[src/core/psc_pkg.sv]
// Constants and types for the protection switch control block
package psc_pkg;
  // Register byte offsets
  localparam logic [7:0] PSC_CTRL_OFS = 8'h00;
  localparam logic [7:0] PSC_MAN_OFS  = 8'h04;
  localparam logic [7:0] PSC_STAT_OFS = 8'h08;
  // Control register fields
  localparam int PSC_C_TX_AUTO = 0;
  localparam int PSC_C_RX_AUTO = 1;
  localparam int PSC_C_TX_PRIO = 2;
  localparam int PSC_C_RX_PRIO = 3;
  localparam int PSC_C_RX_FORC = 4;
  localparam int PSC_C_EW_INCL = 5;
  localparam int PSC_C_XR_INCL = 6;
  localparam int PSC_C_HS_EN   = 7;
  localparam int PSC_C_THR_LSB = 8;
  localparam int PSC_CTRL_W    = 10;
  // Auto on both sides, threshold index 1 (one in ten million)
  localparam logic [9:0] PSC_CTRL_RST = 10'h103;
  // Manual command register fields
  localparam int PSC_M_TX_CH2 = 0;
  localparam int PSC_M_RX_CH2 = 1;
  localparam int PSC_M_OPX_LSB = 2;
  // Status register fields
  localparam int PSC_S_TX_LSB  = 0;
  localparam int PSC_S_RX_LSB  = 2;
  localparam int PSC_S_RXA_LSB = 4;
  localparam int PSC_S_TXA_LSB = 6;
  localparam int PSC_S_XR_LSB  = 8;
  localparam int PSC_S_REFUSED = 10;
  localparam int PSC_S_MRX_LSB = 11;
  localparam int PSC_S_MTX_LSB = 13;
  // FIFO defaults
  localparam int PSC_FIFO_W = 32;
  localparam int PSC_FIFO_D = 4;
  // Channel selection, one-hot
  typedef enum logic [1:0] {
    PSC_CH1 = 2'b01,
    PSC_CH2 = 2'b10
  } psc_sel_t;
endpackage : psc_pkg

[src/core/psc_top.sv]
// Protection switch control: selector, mute control, FIFO and APB registers
//
// Contract
// - Both demodulated streams reach the selector; only the chosen one goes on.
// - Channel 1 low error-rate alarm makes the receive selector pick channel 2.
// - In hot-standby, transmit alarms switch transmission to the healthy unit.
// - Active outdoor unit un-mutes, the other mutes; exactly one transmits.
// - Transmit and receive states drive two indicators each.
// - Transmit switching is automatic from failures or manual from craft terminal.
// - Receive switching is automatic on signal degradation or manual.
// - Priority: non-revertive, or channel 1 whenever both are healthy.
// - Priority applies only under automatic control.
// - Manual and automatic are independent; returning to auto re-selects.
// - Non-forced maintenance refuses manual receive commands during any alarm.
// - Forced maintenance obeys manual receive commands despite alarms.
// - Early warning included switches at the most sensitive level.
// - Early warning excluded uses selectable threshold, default one in ten million.
// - Cross-reset included makes canceller reset trigger receive switchover.
// - Cross-reset excluded leaves selection unaffected by canceller reset.
// - Canceller reset from sync loss, IF loss, loopback, operator or peer.
//
// Design decisions made here: the address map and the APB interface to the registers.
`timescale 1ns/1ps
`default_nettype none

// Plain synchronous FIFO, registered full and empty
module psc_fifo #(
  parameter int WIDTH = 32,
  parameter int DEPTH = 4
) (
  // Clock and reset
  input  wire logic             pclk,
  input  wire logic             presetn,
  // Filling side
  input  wire logic             in_valid,
  input  wire logic [WIDTH-1:0] in_data,
  output logic                  in_ready,
  // Draining side
  output logic                  out_valid,
  output logic [WIDTH-1:0]      out_data,
  input  wire logic             out_ready
);
  localparam int AW = (DEPTH > 1) ? $clog2(DEPTH) : 1;
  localparam logic [AW:0] DEPTH_C = (AW+1)'(DEPTH);

  if (DEPTH < 2 || (DEPTH & (DEPTH - 1)) != 0 || WIDTH < 1) begin : g_bad_size
    $error("psc_fifo: depth must be a power of two of at least 2");
  end

  logic [WIDTH-1:0] mem_reg [DEPTH];
  logic [AW-1:0]    wr_reg;
  logic [AW-1:0]    rd_reg;
  logic [AW:0]      cnt_reg;
  logic             push;
  logic             pop;
  logic [AW:0]      cnt_next;

  assign push      = in_valid & in_ready;
  assign pop       = out_valid & out_ready;
  assign cnt_next  = cnt_reg + (AW+1)'(push) - (AW+1)'(pop);
  assign out_data  = mem_reg[rd_reg];

  // Storage write
  always_ff @(posedge pclk) begin
    if (push) begin
      mem_reg[wr_reg] <= in_data;
    end
  end

  // Pointers, fill count and flags taken from the next count
  always_ff @(posedge pclk or negedge presetn) begin
    if (!presetn) begin
      wr_reg    <= '0;
      rd_reg    <= '0;
      cnt_reg   <= '0;
      in_ready  <= 1'b1;
      out_valid <= 1'b0;
    end else begin
      if (push) wr_reg <= wr_reg + 1'b1;
      if (pop) rd_reg <= rd_reg + 1'b1;
      cnt_reg   <= cnt_next;
      in_ready  <= (cnt_next != DEPTH_C);   // Registered, so ready leaves a flip-flop
      out_valid <= (cnt_next != '0);
    end
  end
endmodule : psc_fifo

module psc_top
  import psc_pkg::*;
#(
  parameter int DATA_W = PSC_FIFO_W,
  parameter int FIFO_D = PSC_FIFO_D
) (
  // Clock and reset
  input  wire logic              pclk,
  input  wire logic              presetn,
  // APB slave
  input  wire logic              psel,
  input  wire logic              penable,
  input  wire logic              pwrite,
  input  wire logic [7:0]        paddr,
  input  wire logic [31:0]       pwdata,
  output logic [31:0]            prdata,
  output logic                   pready,
  output logic                   pslverr,
  // Modem alarms, index 0 is channel 1
  input  wire logic [1:0]        mod_alarm,
  input  wire logic [1:0]        ew_alarm,
  input  wire logic [3:0]        ch1_low_error_rate_alarm,
  input  wire logic [3:0]        ch2_low_error_rate_alarm,
  // Outdoor unit alarms
  input  wire logic [1:0]        txif_alarm,
  input  wire logic [1:0]        txpwr_alarm,
  input  wire logic [1:0]        power_loop_alarm,
  // Canceller reset causes
  input  wire logic [1:0]        frame_sync_loss,
  input  wire logic [1:0]        xpol_if_loss,
  input  wire logic [1:0]        if_loopback,
  input  wire logic [1:0]        xpol_reset_req,
  // Demodulated streams
  input  wire logic [DATA_W-1:0] ch1_data,
  input  wire logic              ch1_valid,
  input  wire logic [DATA_W-1:0] ch2_data,
  input  wire logic              ch2_valid,
  output logic                   demod_ready,
  // Stream to multiplexer
  output logic [DATA_W-1:0]      mux_data,
  output logic                   mux_valid,
  input  wire logic              mux_ready,
  // Controls and indicators
  output logic [1:0]             outdoor_unit_mute,
  output logic [1:0]             transmit_path_indicators,
  output logic [1:0]             receive_path_indicators,
  output logic [1:0]             cross_polar_canceller_reset
);
  if (DATA_W < 1 || DATA_W > 32) begin : g_bad_width
    $error("psc_top: DATA_W must be 1..32");
  end

  logic [PSC_CTRL_W-1:0] ctrl_reg;
  logic [1:0]  opx_reg;
  logic        refused_reg;
  psc_sel_t    rx_sel_reg, tx_sel_reg, rx_man_reg, tx_man_reg;
  logic [1:0]  rx_alm, tx_alm, xrst;
  logic [1:0]  rx_thr;
  logic        wr_acc, rd_acc, man_wr, rx_cmd_ok;
  logic        fifo_in_valid;
  logic [DATA_W-1:0] fifo_in_data;
  logic [31:0] rd_mux;
  logic        hit;

  // Pick next channel under auto control
  function automatic psc_sel_t psc_auto(psc_sel_t cur, logic [1:0] alm, logic prio);
    psc_auto = cur;
    if (prio && !alm[0]) psc_auto = PSC_CH1;
    else if (cur == PSC_CH1 && alm[0] && !alm[1]) psc_auto = PSC_CH2;
    else if (cur == PSC_CH2 && alm[1] && !alm[0]) psc_auto = PSC_CH1;
  endfunction : psc_auto

  // Per-channel alarm gathering
  assign rx_thr = ctrl_reg[PSC_C_THR_LSB +: 2];
  for (genvar i = 0; i < 2; i++) begin : g_ch
    logic [3:0] ber;
    assign ber = (i == 0) ? ch1_low_error_rate_alarm : ch2_low_error_rate_alarm;
    // Canceller reset sources
    assign xrst[i] = frame_sync_loss[i] | xpol_if_loss[i] | if_loopback[i]
                   | opx_reg[i] | xpol_reset_req[i];
    // Receive route alarm
    assign rx_alm[i] = (ctrl_reg[PSC_C_EW_INCL] ? ew_alarm[i]
                                                : ber[rx_thr])
                     | (ctrl_reg[PSC_C_XR_INCL] & xrst[i]);
    // Transmit section alarm
    assign tx_alm[i] = mod_alarm[i] | txif_alarm[i] | txpwr_alarm[i]
                     | power_loop_alarm[i];
  end

  // APB decode
  assign wr_acc = psel & penable & pready & pwrite;
  assign rd_acc = psel & ~penable & ~pwrite;
  assign hit    = (paddr == PSC_CTRL_OFS) | (paddr == PSC_MAN_OFS)
                | (paddr == PSC_STAT_OFS);
  assign man_wr = wr_acc & (paddr == PSC_MAN_OFS) & ~pslverr;
  assign rx_cmd_ok = ctrl_reg[PSC_C_RX_FORC] | (rx_alm == 2'b00);

  // Read data selection
  always_comb begin
    rd_mux = '0;
    case (paddr)
      PSC_CTRL_OFS: rd_mux[PSC_CTRL_W-1:0] = ctrl_reg;
      PSC_MAN_OFS: begin
        rd_mux[PSC_M_TX_CH2]       = (tx_man_reg == PSC_CH2);
        rd_mux[PSC_M_RX_CH2]       = (rx_man_reg == PSC_CH2);
        rd_mux[PSC_M_OPX_LSB +: 2] = opx_reg;
      end
      PSC_STAT_OFS: begin
        rd_mux[PSC_S_TX_LSB +: 2]  = tx_sel_reg;
        rd_mux[PSC_S_RX_LSB +: 2]  = rx_sel_reg;
        rd_mux[PSC_S_RXA_LSB +: 2] = rx_alm;
        rd_mux[PSC_S_TXA_LSB +: 2] = tx_alm;
        rd_mux[PSC_S_XR_LSB +: 2]  = xrst;
        rd_mux[PSC_S_REFUSED]      = refused_reg;
        rd_mux[PSC_S_MRX_LSB +: 2] = rx_man_reg;
        rd_mux[PSC_S_MTX_LSB +: 2] = tx_man_reg;
      end
      default: rd_mux = '0;
    endcase
  end

  // APB handshake: one access cycle
  always_ff @(posedge pclk or negedge presetn) begin
    if (!presetn) begin
      pready  <= 1'b0;
      pslverr <= 1'b0;
      prdata  <= '0;
    end else begin
      pready  <= psel & ~penable;
      pslverr <= psel & ~penable & ~hit;
      if (rd_acc) prdata <= rd_mux;
    end
  end

  // Control register
  always_ff @(posedge pclk or negedge presetn) begin
    if (!presetn) begin
      ctrl_reg <= PSC_CTRL_RST;
    end else if (wr_acc && paddr == PSC_CTRL_OFS) begin
      ctrl_reg <= pwdata[PSC_CTRL_W-1:0];
    end
  end

  // Manual commands, kept apart from auto state
  always_ff @(posedge pclk or negedge presetn) begin
    if (!presetn) begin
      tx_man_reg  <= PSC_CH1;
      rx_man_reg  <= PSC_CH1;
      opx_reg     <= 2'b00;
      refused_reg <= 1'b0;
    end else if (man_wr) begin
      tx_man_reg <= pwdata[PSC_M_TX_CH2] ? PSC_CH2 : PSC_CH1;
      opx_reg    <= pwdata[PSC_M_OPX_LSB +: 2];
      refused_reg <= ~rx_cmd_ok;
      if (rx_cmd_ok)
        rx_man_reg <= pwdata[PSC_M_RX_CH2] ? PSC_CH2 : PSC_CH1;
    end
  end

  // Receive selection
  always_ff @(posedge pclk or negedge presetn) begin
    if (!presetn) begin
      rx_sel_reg <= PSC_CH1;
    end else if (ctrl_reg[PSC_C_RX_AUTO]) begin
      rx_sel_reg <= psc_auto(rx_sel_reg, rx_alm, ctrl_reg[PSC_C_RX_PRIO]);
    end else begin
      rx_sel_reg <= rx_man_reg;
    end
  end

  // Transmit selection
  always_ff @(posedge pclk or negedge presetn) begin
    if (!presetn) begin
      tx_sel_reg <= PSC_CH1;
    end else if (ctrl_reg[PSC_C_TX_AUTO]) begin
      tx_sel_reg <= psc_auto(tx_sel_reg, tx_alm, ctrl_reg[PSC_C_TX_PRIO]);
    end else begin
      tx_sel_reg <= tx_man_reg;
    end
  end

  // Mutes, indicators and canceller reset outputs
  always_ff @(posedge pclk or negedge presetn) begin
    if (!presetn) begin
      outdoor_unit_mute           <= 2'b00;
      transmit_path_indicators    <= 2'b00;
      receive_path_indicators     <= 2'b00;
      cross_polar_canceller_reset <= 2'b00;
    end else begin
      outdoor_unit_mute <= ctrl_reg[PSC_C_HS_EN] ? ~tx_sel_reg : 2'b00;
      transmit_path_indicators <= tx_sel_reg;
      receive_path_indicators  <= rx_sel_reg;
      cross_polar_canceller_reset <= xrst;
    end
  end

  // Hitless selector into the FIFO
  assign fifo_in_valid = (rx_sel_reg == PSC_CH1) ? ch1_valid : ch2_valid;
  assign fifo_in_data  = (rx_sel_reg == PSC_CH1) ? ch1_data : ch2_data;

  psc_fifo #(.WIDTH(DATA_W), .DEPTH(FIFO_D)) u_fifo (
    .pclk      (pclk),
    .presetn   (presetn),
    .in_valid  (fifo_in_valid),
    .in_data   (fifo_in_data),
    .in_ready  (demod_ready),
    .out_valid (mux_valid),
    .out_data  (mux_data),
    .out_ready (mux_ready)
  );

  // Checks
  a_rx_fail_over: assert property (@(posedge pclk) disable iff (!presetn)
    ctrl_reg[PSC_C_RX_AUTO] && rx_sel_reg == PSC_CH1 && rx_alm == 2'b01
    |=> rx_sel_reg == PSC_CH2 ##1 receive_path_indicators == PSC_CH2)
    else $error("receive did not move to channel 2");
  a_rx_both_hold: assert property (@(posedge pclk) disable iff (!presetn)
    ctrl_reg[PSC_C_RX_AUTO] && rx_alm == 2'b11 |=> $stable(rx_sel_reg))
    else $error("selection moved with both channels in alarm");
  a_rx_prio_ch1: assert property (@(posedge pclk) disable iff (!presetn)
    ctrl_reg[PSC_C_RX_AUTO] && ctrl_reg[PSC_C_RX_PRIO] && !rx_alm[0]
    |=> rx_sel_reg == PSC_CH1)
    else $error("priority did not return to channel 1");
  a_rx_no_revert: assert property (@(posedge pclk) disable iff (!presetn)
    ctrl_reg[PSC_C_RX_AUTO] && !ctrl_reg[PSC_C_RX_PRIO]
    && (rx_alm & rx_sel_reg) == 2'b00 |=> $stable(rx_sel_reg))
    else $error("non-priority selection reverted");
  a_tx_one_live: assert property (@(posedge pclk) disable iff (!presetn)
    ctrl_reg[PSC_C_HS_EN] && $past(ctrl_reg[PSC_C_HS_EN])
    |-> $onehot(outdoor_unit_mute) && outdoor_unit_mute == ~transmit_path_indicators)
    else $error("not exactly one outdoor unit live");
  a_tx_auto_sw: assert property (@(posedge pclk) disable iff (!presetn)
    ctrl_reg[PSC_C_TX_AUTO] && ctrl_reg[PSC_C_HS_EN] && tx_sel_reg == PSC_CH2
    && tx_alm == 2'b10 |=> tx_sel_reg == PSC_CH1 ##1 outdoor_unit_mute == 2'b10)
    else $error("transmit did not move to healthy unit");
  a_rx_man_refuse: assert property (@(posedge pclk) disable iff (!presetn)
    man_wr && !ctrl_reg[PSC_C_RX_FORC] && rx_alm != 2'b00
    |=> $stable(rx_man_reg) && refused_reg)
    else $error("manual receive command taken during alarm");
  a_rx_man_force: assert property (@(posedge pclk) disable iff (!presetn)
    man_wr && ctrl_reg[PSC_C_RX_FORC]
    |=> rx_man_reg == ($past(pwdata[PSC_M_RX_CH2]) ? PSC_CH2 : PSC_CH1))
    else $error("forced manual receive command not obeyed");
  a_rx_man_follow: assert property (@(posedge pclk) disable iff (!presetn)
    !ctrl_reg[PSC_C_RX_AUTO] |=> rx_sel_reg == $past(rx_man_reg))
    else $error("manual receive selection not followed");
  a_xr_ignored: assert property (@(posedge pclk) disable iff (!presetn)
    !ctrl_reg[PSC_C_XR_INCL] && !ctrl_reg[PSC_C_EW_INCL]
    |-> rx_alm == {ch2_low_error_rate_alarm[rx_thr], ch1_low_error_rate_alarm[rx_thr]})
    else $error("canceller reset reached receive alarm");

  // Indicator, stream, canceller, early warning, mute and manual transmit checks
  a_tx_ind_follow: assert property (@(posedge pclk) disable iff (!presetn)
    1'b1
    |=> transmit_path_indicators == $past(tx_sel_reg))
    else $error("transmit indicators do not follow selection");
  a_rx_ind_follow: assert property (@(posedge pclk) disable iff (!presetn)
    1'b1
    |=> receive_path_indicators == $past(rx_sel_reg))
    else $error("receive indicators do not follow selection");
  a_mux_hold: assert property (@(posedge pclk) disable iff (!presetn)
    mux_valid && !mux_ready
    |=> mux_valid && $stable(mux_data))
    else $error("stream word dropped or changed while stalled");
  a_fifo_keep_full: assert property (@(posedge pclk) disable iff (!presetn)
    !demod_ready && !mux_ready
    |=> !demod_ready)
    else $error("full buffer took a word without a pop");
  a_xr_switch: assert property (@(posedge pclk) disable iff (!presetn)
    ctrl_reg[PSC_C_XR_INCL]
    |-> (rx_alm & xrst) == xrst)
    else $error("canceller reset did not raise receive alarm");
  a_xr_out: assert property (@(posedge pclk) disable iff (!presetn)
    1'b1
    |=> cross_polar_canceller_reset == $past(frame_sync_loss | xpol_if_loss | if_loopback
                                            | xpol_reset_req | opx_reg))
    else $error("canceller reset output wrong");
  a_ew_level: assert property (@(posedge pclk) disable iff (!presetn)
    ctrl_reg[PSC_C_EW_INCL] && !ctrl_reg[PSC_C_XR_INCL]
    |-> rx_alm == ew_alarm)
    else $error("early warning did not set receive alarm");
  a_tx_no_mute: assert property (@(posedge pclk) disable iff (!presetn)
    !ctrl_reg[PSC_C_HS_EN]
    |=> outdoor_unit_mute == 2'b00)
    else $error("outdoor unit muted outside hot-standby");
  a_tx_man_follow: assert property (@(posedge pclk) disable iff (!presetn)
    !ctrl_reg[PSC_C_TX_AUTO]
    |=> tx_sel_reg == $past(tx_man_reg))
    else $error("manual transmit selection not followed");
endmodule : psc_top

`default_nettype wire

[config.mk]
export PLATFORM = sky130hd
export DESIGN_NAME = psc_top
export DESIGN_NICKNAME = d
export VERILOG_FILES = /design/src/core/psc_pkg.sv /design/src/core/psc_top.sv
export SDC_FILE = /design/constraint.sdc
export NUM_CORES = 1
export LEC_CHECK = 0
export BUFFER_PORTS_ARGS = -buffer_cell sky130_fd_sc_hd__buf_2
export CAP_MARGIN = 25
export CELL_PAD_IN_SITES_DETAIL_PLACEMENT = 1
export CELL_PAD_IN_SITES_GLOBAL_PLACEMENT = 1
export CORE_ASPECT_RATIO = 1.25
export CORE_UTILIZATION = 25
export CTS_BUF_LIST = sky130_fd_sc_hd__clkbuf_4 sky130_fd_sc_hd__clkbuf_8 sky130_fd_sc_hd__clkbuf_16
export CTS_CLUSTER_DIAMETER = 40
export DETAILED_ROUTE_END_ITERATION = 8
export PLACE_DENSITY_LB_ADDON = 0.2
export SYNTH_ARGS = -nofsm -noshare
export SYNTH_HDL_FRONTEND = slang
export SYNTH_SLANG_ARGS = --single-unit
[constraint.sdc]
create_clock -name pclk -period 2.6 [get_ports pclk]
set_input_delay 0.13 -clock pclk [delete_from_list [all_inputs] [get_ports pclk]]
set_output_delay 0.13 -clock pclk [all_outputs]
set_load 0.01 [all_outputs]
# == Word level (Yosys, flattened, before mapping) ==
# Memory sizes are Yosys's and may differ from the RTL's.
# Cells that the tools add are included.
# Widths: inputs -> output; s select.
# totals
register_bits,55
mem_bits_rw,128
wordCells,116
n_memories,1
# mem_list
name,words,word_bits,rd,rd_clocked_by_memory_dff,write_ports,line,rtl
u_fifo.mem_reg,4,32,1,0,1,psc_top.sv:50,logic [WIDTH-1:0] mem_reg [DEPTH];
# op_classes
n_addsub,4
n_lt_le_gt_ge,1
eq_ne,11
mux,24
bitwise,37
reduce_logical,19
# op_table
op,n
$mux 32,1
$mux 2,11
$or 1x1->1,19
$and 1x1->1,12
$pmux 4 s3,1
$pmux 6 s2,1
$logic_and 1x1->1,11
$eq 2x2->1 const B,4
$eq 8x3->1 const B,1
$eq 8x4->1 const B,1
$logic_not 8->1,1
$ne 4x1->1 const B,2
$mux 1,7
$mux 5,1
$not 1->1,5
$add 2x1->2 const B,2
$bmux 1 s2,2
$eq 2x1->1 const B,2
$logic_not 1->1,4
$add 3x1->3,1
$lt 2x3->1 const B,1
$ne 3x3->1 const B,1
$reduce_bool 3->1,1
$sub 3x1->3,1
3 further kinds,3

# == Longest topological paths before layout ==
# logic_depth
ltp_word,12
ltp_mapped,9
ltp_nobuf,8

# == Modules after synthesis ==
# From an unflattened synthesis, not the netlist that was laid out.
# hier_totals
cells_unflattened,438
area_unflattened_um2,7687.4
# by_module_without_submodules
module,n_inst,cells_per_inst,area_per_inst_um2,seq_area_each_um2
psc_fifo,1,204,5123.7,4070.2
psc_top,1,234,2563.7,1159.9

# == Least setup slack after synthesis ==
# No wires, ideal clock.
# synth_path
path_kind,register to register
startpoint,register rx_sel_reg[0]
endpoint,"memory u_fifo.mem_reg[0][0], enable pin"
arrival_ns,2.023
slack_ns,0.185
path_stages_with_launch,7
n_path_buf,1
synth_period_minus_slack_ns,2.415
path_cell_list,dfstp_2 -> inv_2 -> nor2_1 -> mux2i_1 -> nor2b_1 -> buf_2 -> and2_1
# synth_via
elab_chain_cells,5
# synth_lines
item,line,rtl
"start, declared",psc_top.sv:143,"psc_sel_t rx_sel_reg, tx_sel_reg, rx_man_reg, tx_man_reg;"
"start signal, assigned",psc_top.sv:252,"rx_sel_reg <= psc_auto(rx_sel_reg, rx_alm, ctrl_reg[PSC_C_RX_PRIO]);"
"start signal, assigned",psc_top.sv:254,rx_sel_reg <= rx_man_reg;
$eq 2x1->1,psc_top.sv:285,assign fifo_in_valid = (rx_sel_reg == PSC_CH1) ? ch1_valid : ch2_valid;
$mux 1,psc_top.sv:285,
$and 1x1->1,psc_top.sv:58,assign push = in_valid & in_ready;
net u_fifo.push,psc_top.sv:54,logic push;
$mux 1,psc_top.sv:65,if (push) begin
$mux 1 (implied by the code),psc_top.sv:66,mem_reg[wr_reg] <= in_data;
"end, declared",psc_top.sv:50,
# The timed path passes the listed nets, and every way through them passes these cells.

# == Final worst setup path ==
# layout_path
startpoint,register u_fifo.rd_reg[0]
endpoint,output mux_data[6]
# layout_via
elab_chain_cells,1
# layout_lines
item,line,rtl
"start, declared",psc_top.sv:52,logic [AW-1:0] rd_reg;
"start signal, assigned",psc_top.sv:80,if (pop) rd_reg <= rd_reg + 1'b1;
$mem_v2 4x32,-,
"end, declared",psc_top.sv:127,"output logic [DATA_W-1:0] mux_data,"
# Every way passes these cells.

==> impl_metrics.csv <==
group,metric,value,unit
outcome,status,"finished, final reports clean",
final_layout,layout_commonest_cell,"buf_2",
global_routing,grt_pass1_wl,29600,µm
placed_design,gp_congestion,0.742,
final_layout,n_fill_cell,3238,
global_routing,grt_usage,0.125,
setup_path,cp_max_fo,24,
global_routing,grt_max_degree,56,
synthesis,synth_edf_count,128,
timing,skew,8.01,ps
global_routing,grt_pass1_vias,5301,
floorplan,die_w,159,µm
floorplan,die_h,199,µm
timing,hold_violations,0,
timing,clock.fmax,450,MHz
setup_path,cp_cell_sequence,"buf_12, mux4_2, buf_2",
timing,setup_viol_count_final,0,
placed_design,placed_area,9100,µm²
power,ir_drop,0.370,mV
cts,root_buffer,"clkbuf_16",
setup_path,cp.required,2470,ps
synthesis,yosysWarningCount,0,
synthesis,ys_ff_latch,183,
cts,clk_latency,430,ps
global_routing,grt.overflow.total,0,
cts,cts_buffer_depth,2,
final_layout,final_cell_mix,"buf_2 (174), edfxtp_1 (128), dfrtp_1 (45)",
timing,drv_slew,0,
final_layout,final_net_count,807,
cts,numCtsBuffers,17,
floorplan,initial_core_util,0.256,
drt,via_per_inst,4.26,
final_layout,fin_area,9850,µm²
timing,period_minus_slack,2220,ps
drt,drt_first_pass_iters,4,
cts,cts_tree,"yes",
drt,post_drt_wl_per_cell,17.5,µm
job,drv_cap,0,
final_layout,largest_reg_flops,128,
power,p_per_area,874,nW/µm²
synthesis,synth-main-ff-cell,"edfxtp_1",
synthesis,seq_area_frac_synth,0.677,
setup_path,arrival,2090,ps
synthesis,syn_area,7720,µm²
floorplan,fp.dieArea,31600,µm²
cts,h-tree-depth,4,
timing,maxSlewHeadroom,0.440,
drt,drtIter0Drc,90,
cts,cts_setup_buffers,0,
final_layout,finalNonFillerCells,1077,
setup_path,slowest_stage,"dfrtp_2",
cts,clkTransAtPathRegs,70,ps
floorplan,core-area,30200,µm²
power,leakage,3.88,nW
floorplan,io_pins,214,
drt,vias,4589,
global_routing,antenna_found_initial,3,
setup_path,max_stage_delay,640,ps
drt,drc,0,
synthesis,synthDistinctLibCells,48,
cts,holdBufCountCts,17,
worst_hold_path,hold_class,"in -> reg",
timing,tightestPinTransition,840,ps
setup_path,cp-end-kind,"output pin",
synthesis,post_synth.cell_area_avg,16.8,µm²
floorplan,rows,71,
synthesis,synth_cells,461,
final_layout,drive_gt1_frac,0.430,
drt,ant_nets,0,
timing,rsz0062_at_grt,"false",
timing,finalSetupTns,0,ps
cts,cts_resized,0,
setup_path,worstSetupPathType,"reg -> out",
setup_path,start_kind,"register",
placed_design,placed_cells,1027,
synthesis,async_flop_share,0.301,
placed_design,io_buffers,174,
placed_design,post-dp-hpwl,13400,µm
timing,finalCritPeriodShare,0.854,
cts,clock_sinks,183,
drt,wirelength,18800,µm
final_layout,area_delta_synth_final,27.6,%
[critical path, delay by kind of cell (launching register included)]
family	cells	cell delay, ps
buffers and inverters	2	450
flip-flops	1	640
multiplexers	1	560
[power by group]
group,leakage (nW),total [mW],internal [mW],switching [mW]
registers,1.87,3.83,3.62,0.205
logic,1.73,2.22,1.09,1.14
clock network,0.284,2.56,1.43,1.13
[path summary, 6_finish.rpt]
check	from	end	slack (ps)	cells after the start
max	u_fifo.rd_reg[0]	mux_data[6]	380	3
min	ch2_data[31]	u_fifo.mem_reg[3][31]	60	2
max reg2reg	rx_sel_reg[0]	u_fifo.mem_reg[0][5]	490	7
min reg2reg	rx_sel_reg[0]	receive_path_indicators[0]	440	0
max in group asynchronous	presetn	u_fifo.rd_reg[1]	1660	3
min in group asynchronous	presetn	cross_polar_canceller_reset[1]	380	3
[logic make-up (layout without fill, tap and decap cells)]
kind of cell    after synthesis  in the layout  share of synthesized area
other cells                   1             18                   0.000485
simple gates                 89             89                     0.0603
compound gates               40             40                     0.0340
buf+inv                      49            247                     0.0364
xor+xnor                      5              5                    0.00567
flops                       183            183                      0.677
fa+ha+maj                     7              7                     0.0123
mux                          87             87                      0.174
[layout make-up]
cell class              count  area (µm²)  area share
inverters                  12        45.0     0.00457
well taps                 401         502      0.0509
flip-flops and latches    183        5230       0.531
diodes                      1        2.50    0.000254
repair buffers            203        1210       0.122
clock inverters            14         148      0.0150
clock buffers              18         433      0.0439
multi-input cells         245        2290       0.232
[stage by stage]
step	total power, mW	util	hold slack [ps]	setup WS, ps
detailed placement	6.20	0.301	311	429
global route	9.09	0.326	40.5	225
CTS	8.82	0.326	27.4	295
global placement	6.10	0.301	307	471
floorplan	5.21	-	-166	185
finish	8.61	0.326	56.2	380
[synthesized netlist by cell type (5+ instances only)]
| cell type | count | area [µm²] |
|---|---|---|
| buf_2 | 9 | 45.0 |
| a22oi_1 | 6 | 45.0 |
| nand2_1 | 31 | 116 |
| mux2_2 | 17 | 191 |
| buf_4 | 19 | 143 |
| nor2_1 | 16 | 60.1 |
| inv_1 | 11 | 41.3 |
| ha_1 | 6 | 75.1 |
| a21oi_1 | 6 | 30.0 |
| dfrtp_1 | 47 | 1180 |
| nand3_1 | 8 | 40.0 |
| mux4_2 | 33 | 743 |
| clkbuf_1 | 7 | 26.3 |
| o21ai_1 | 11 | 55.1 |
| mux2i_1 | 7 | 70.1 |
| mux2_1 | 30 | 338 |
| a31oi_1 | 5 | 31.3 |
| nor2b_1 | 5 | 31.3 |
| nand2b_1 | 6 | 37.5 |
| dfstp_2 | 8 | 210 |
| edfxtp_1 | 128 | 3840 |
| and2_1 | 7 | 43.8 |
[metal layers]
| metal | track usage | wire length, µm | vias up |
|---|---|---|---|
| met5 | 0 | 24 | - |
| met4 | 0.0345 | 188 | 4 |
| met3 | 0.0430 | 1230 | 17 |
| met2 | 0.237 | 10200 | 153 |
| met1 | 0.131 | 7190 | 2291 |
| li1 | - | - | 2124 |
No activity file was read; power rests on OpenSTA's default activity.
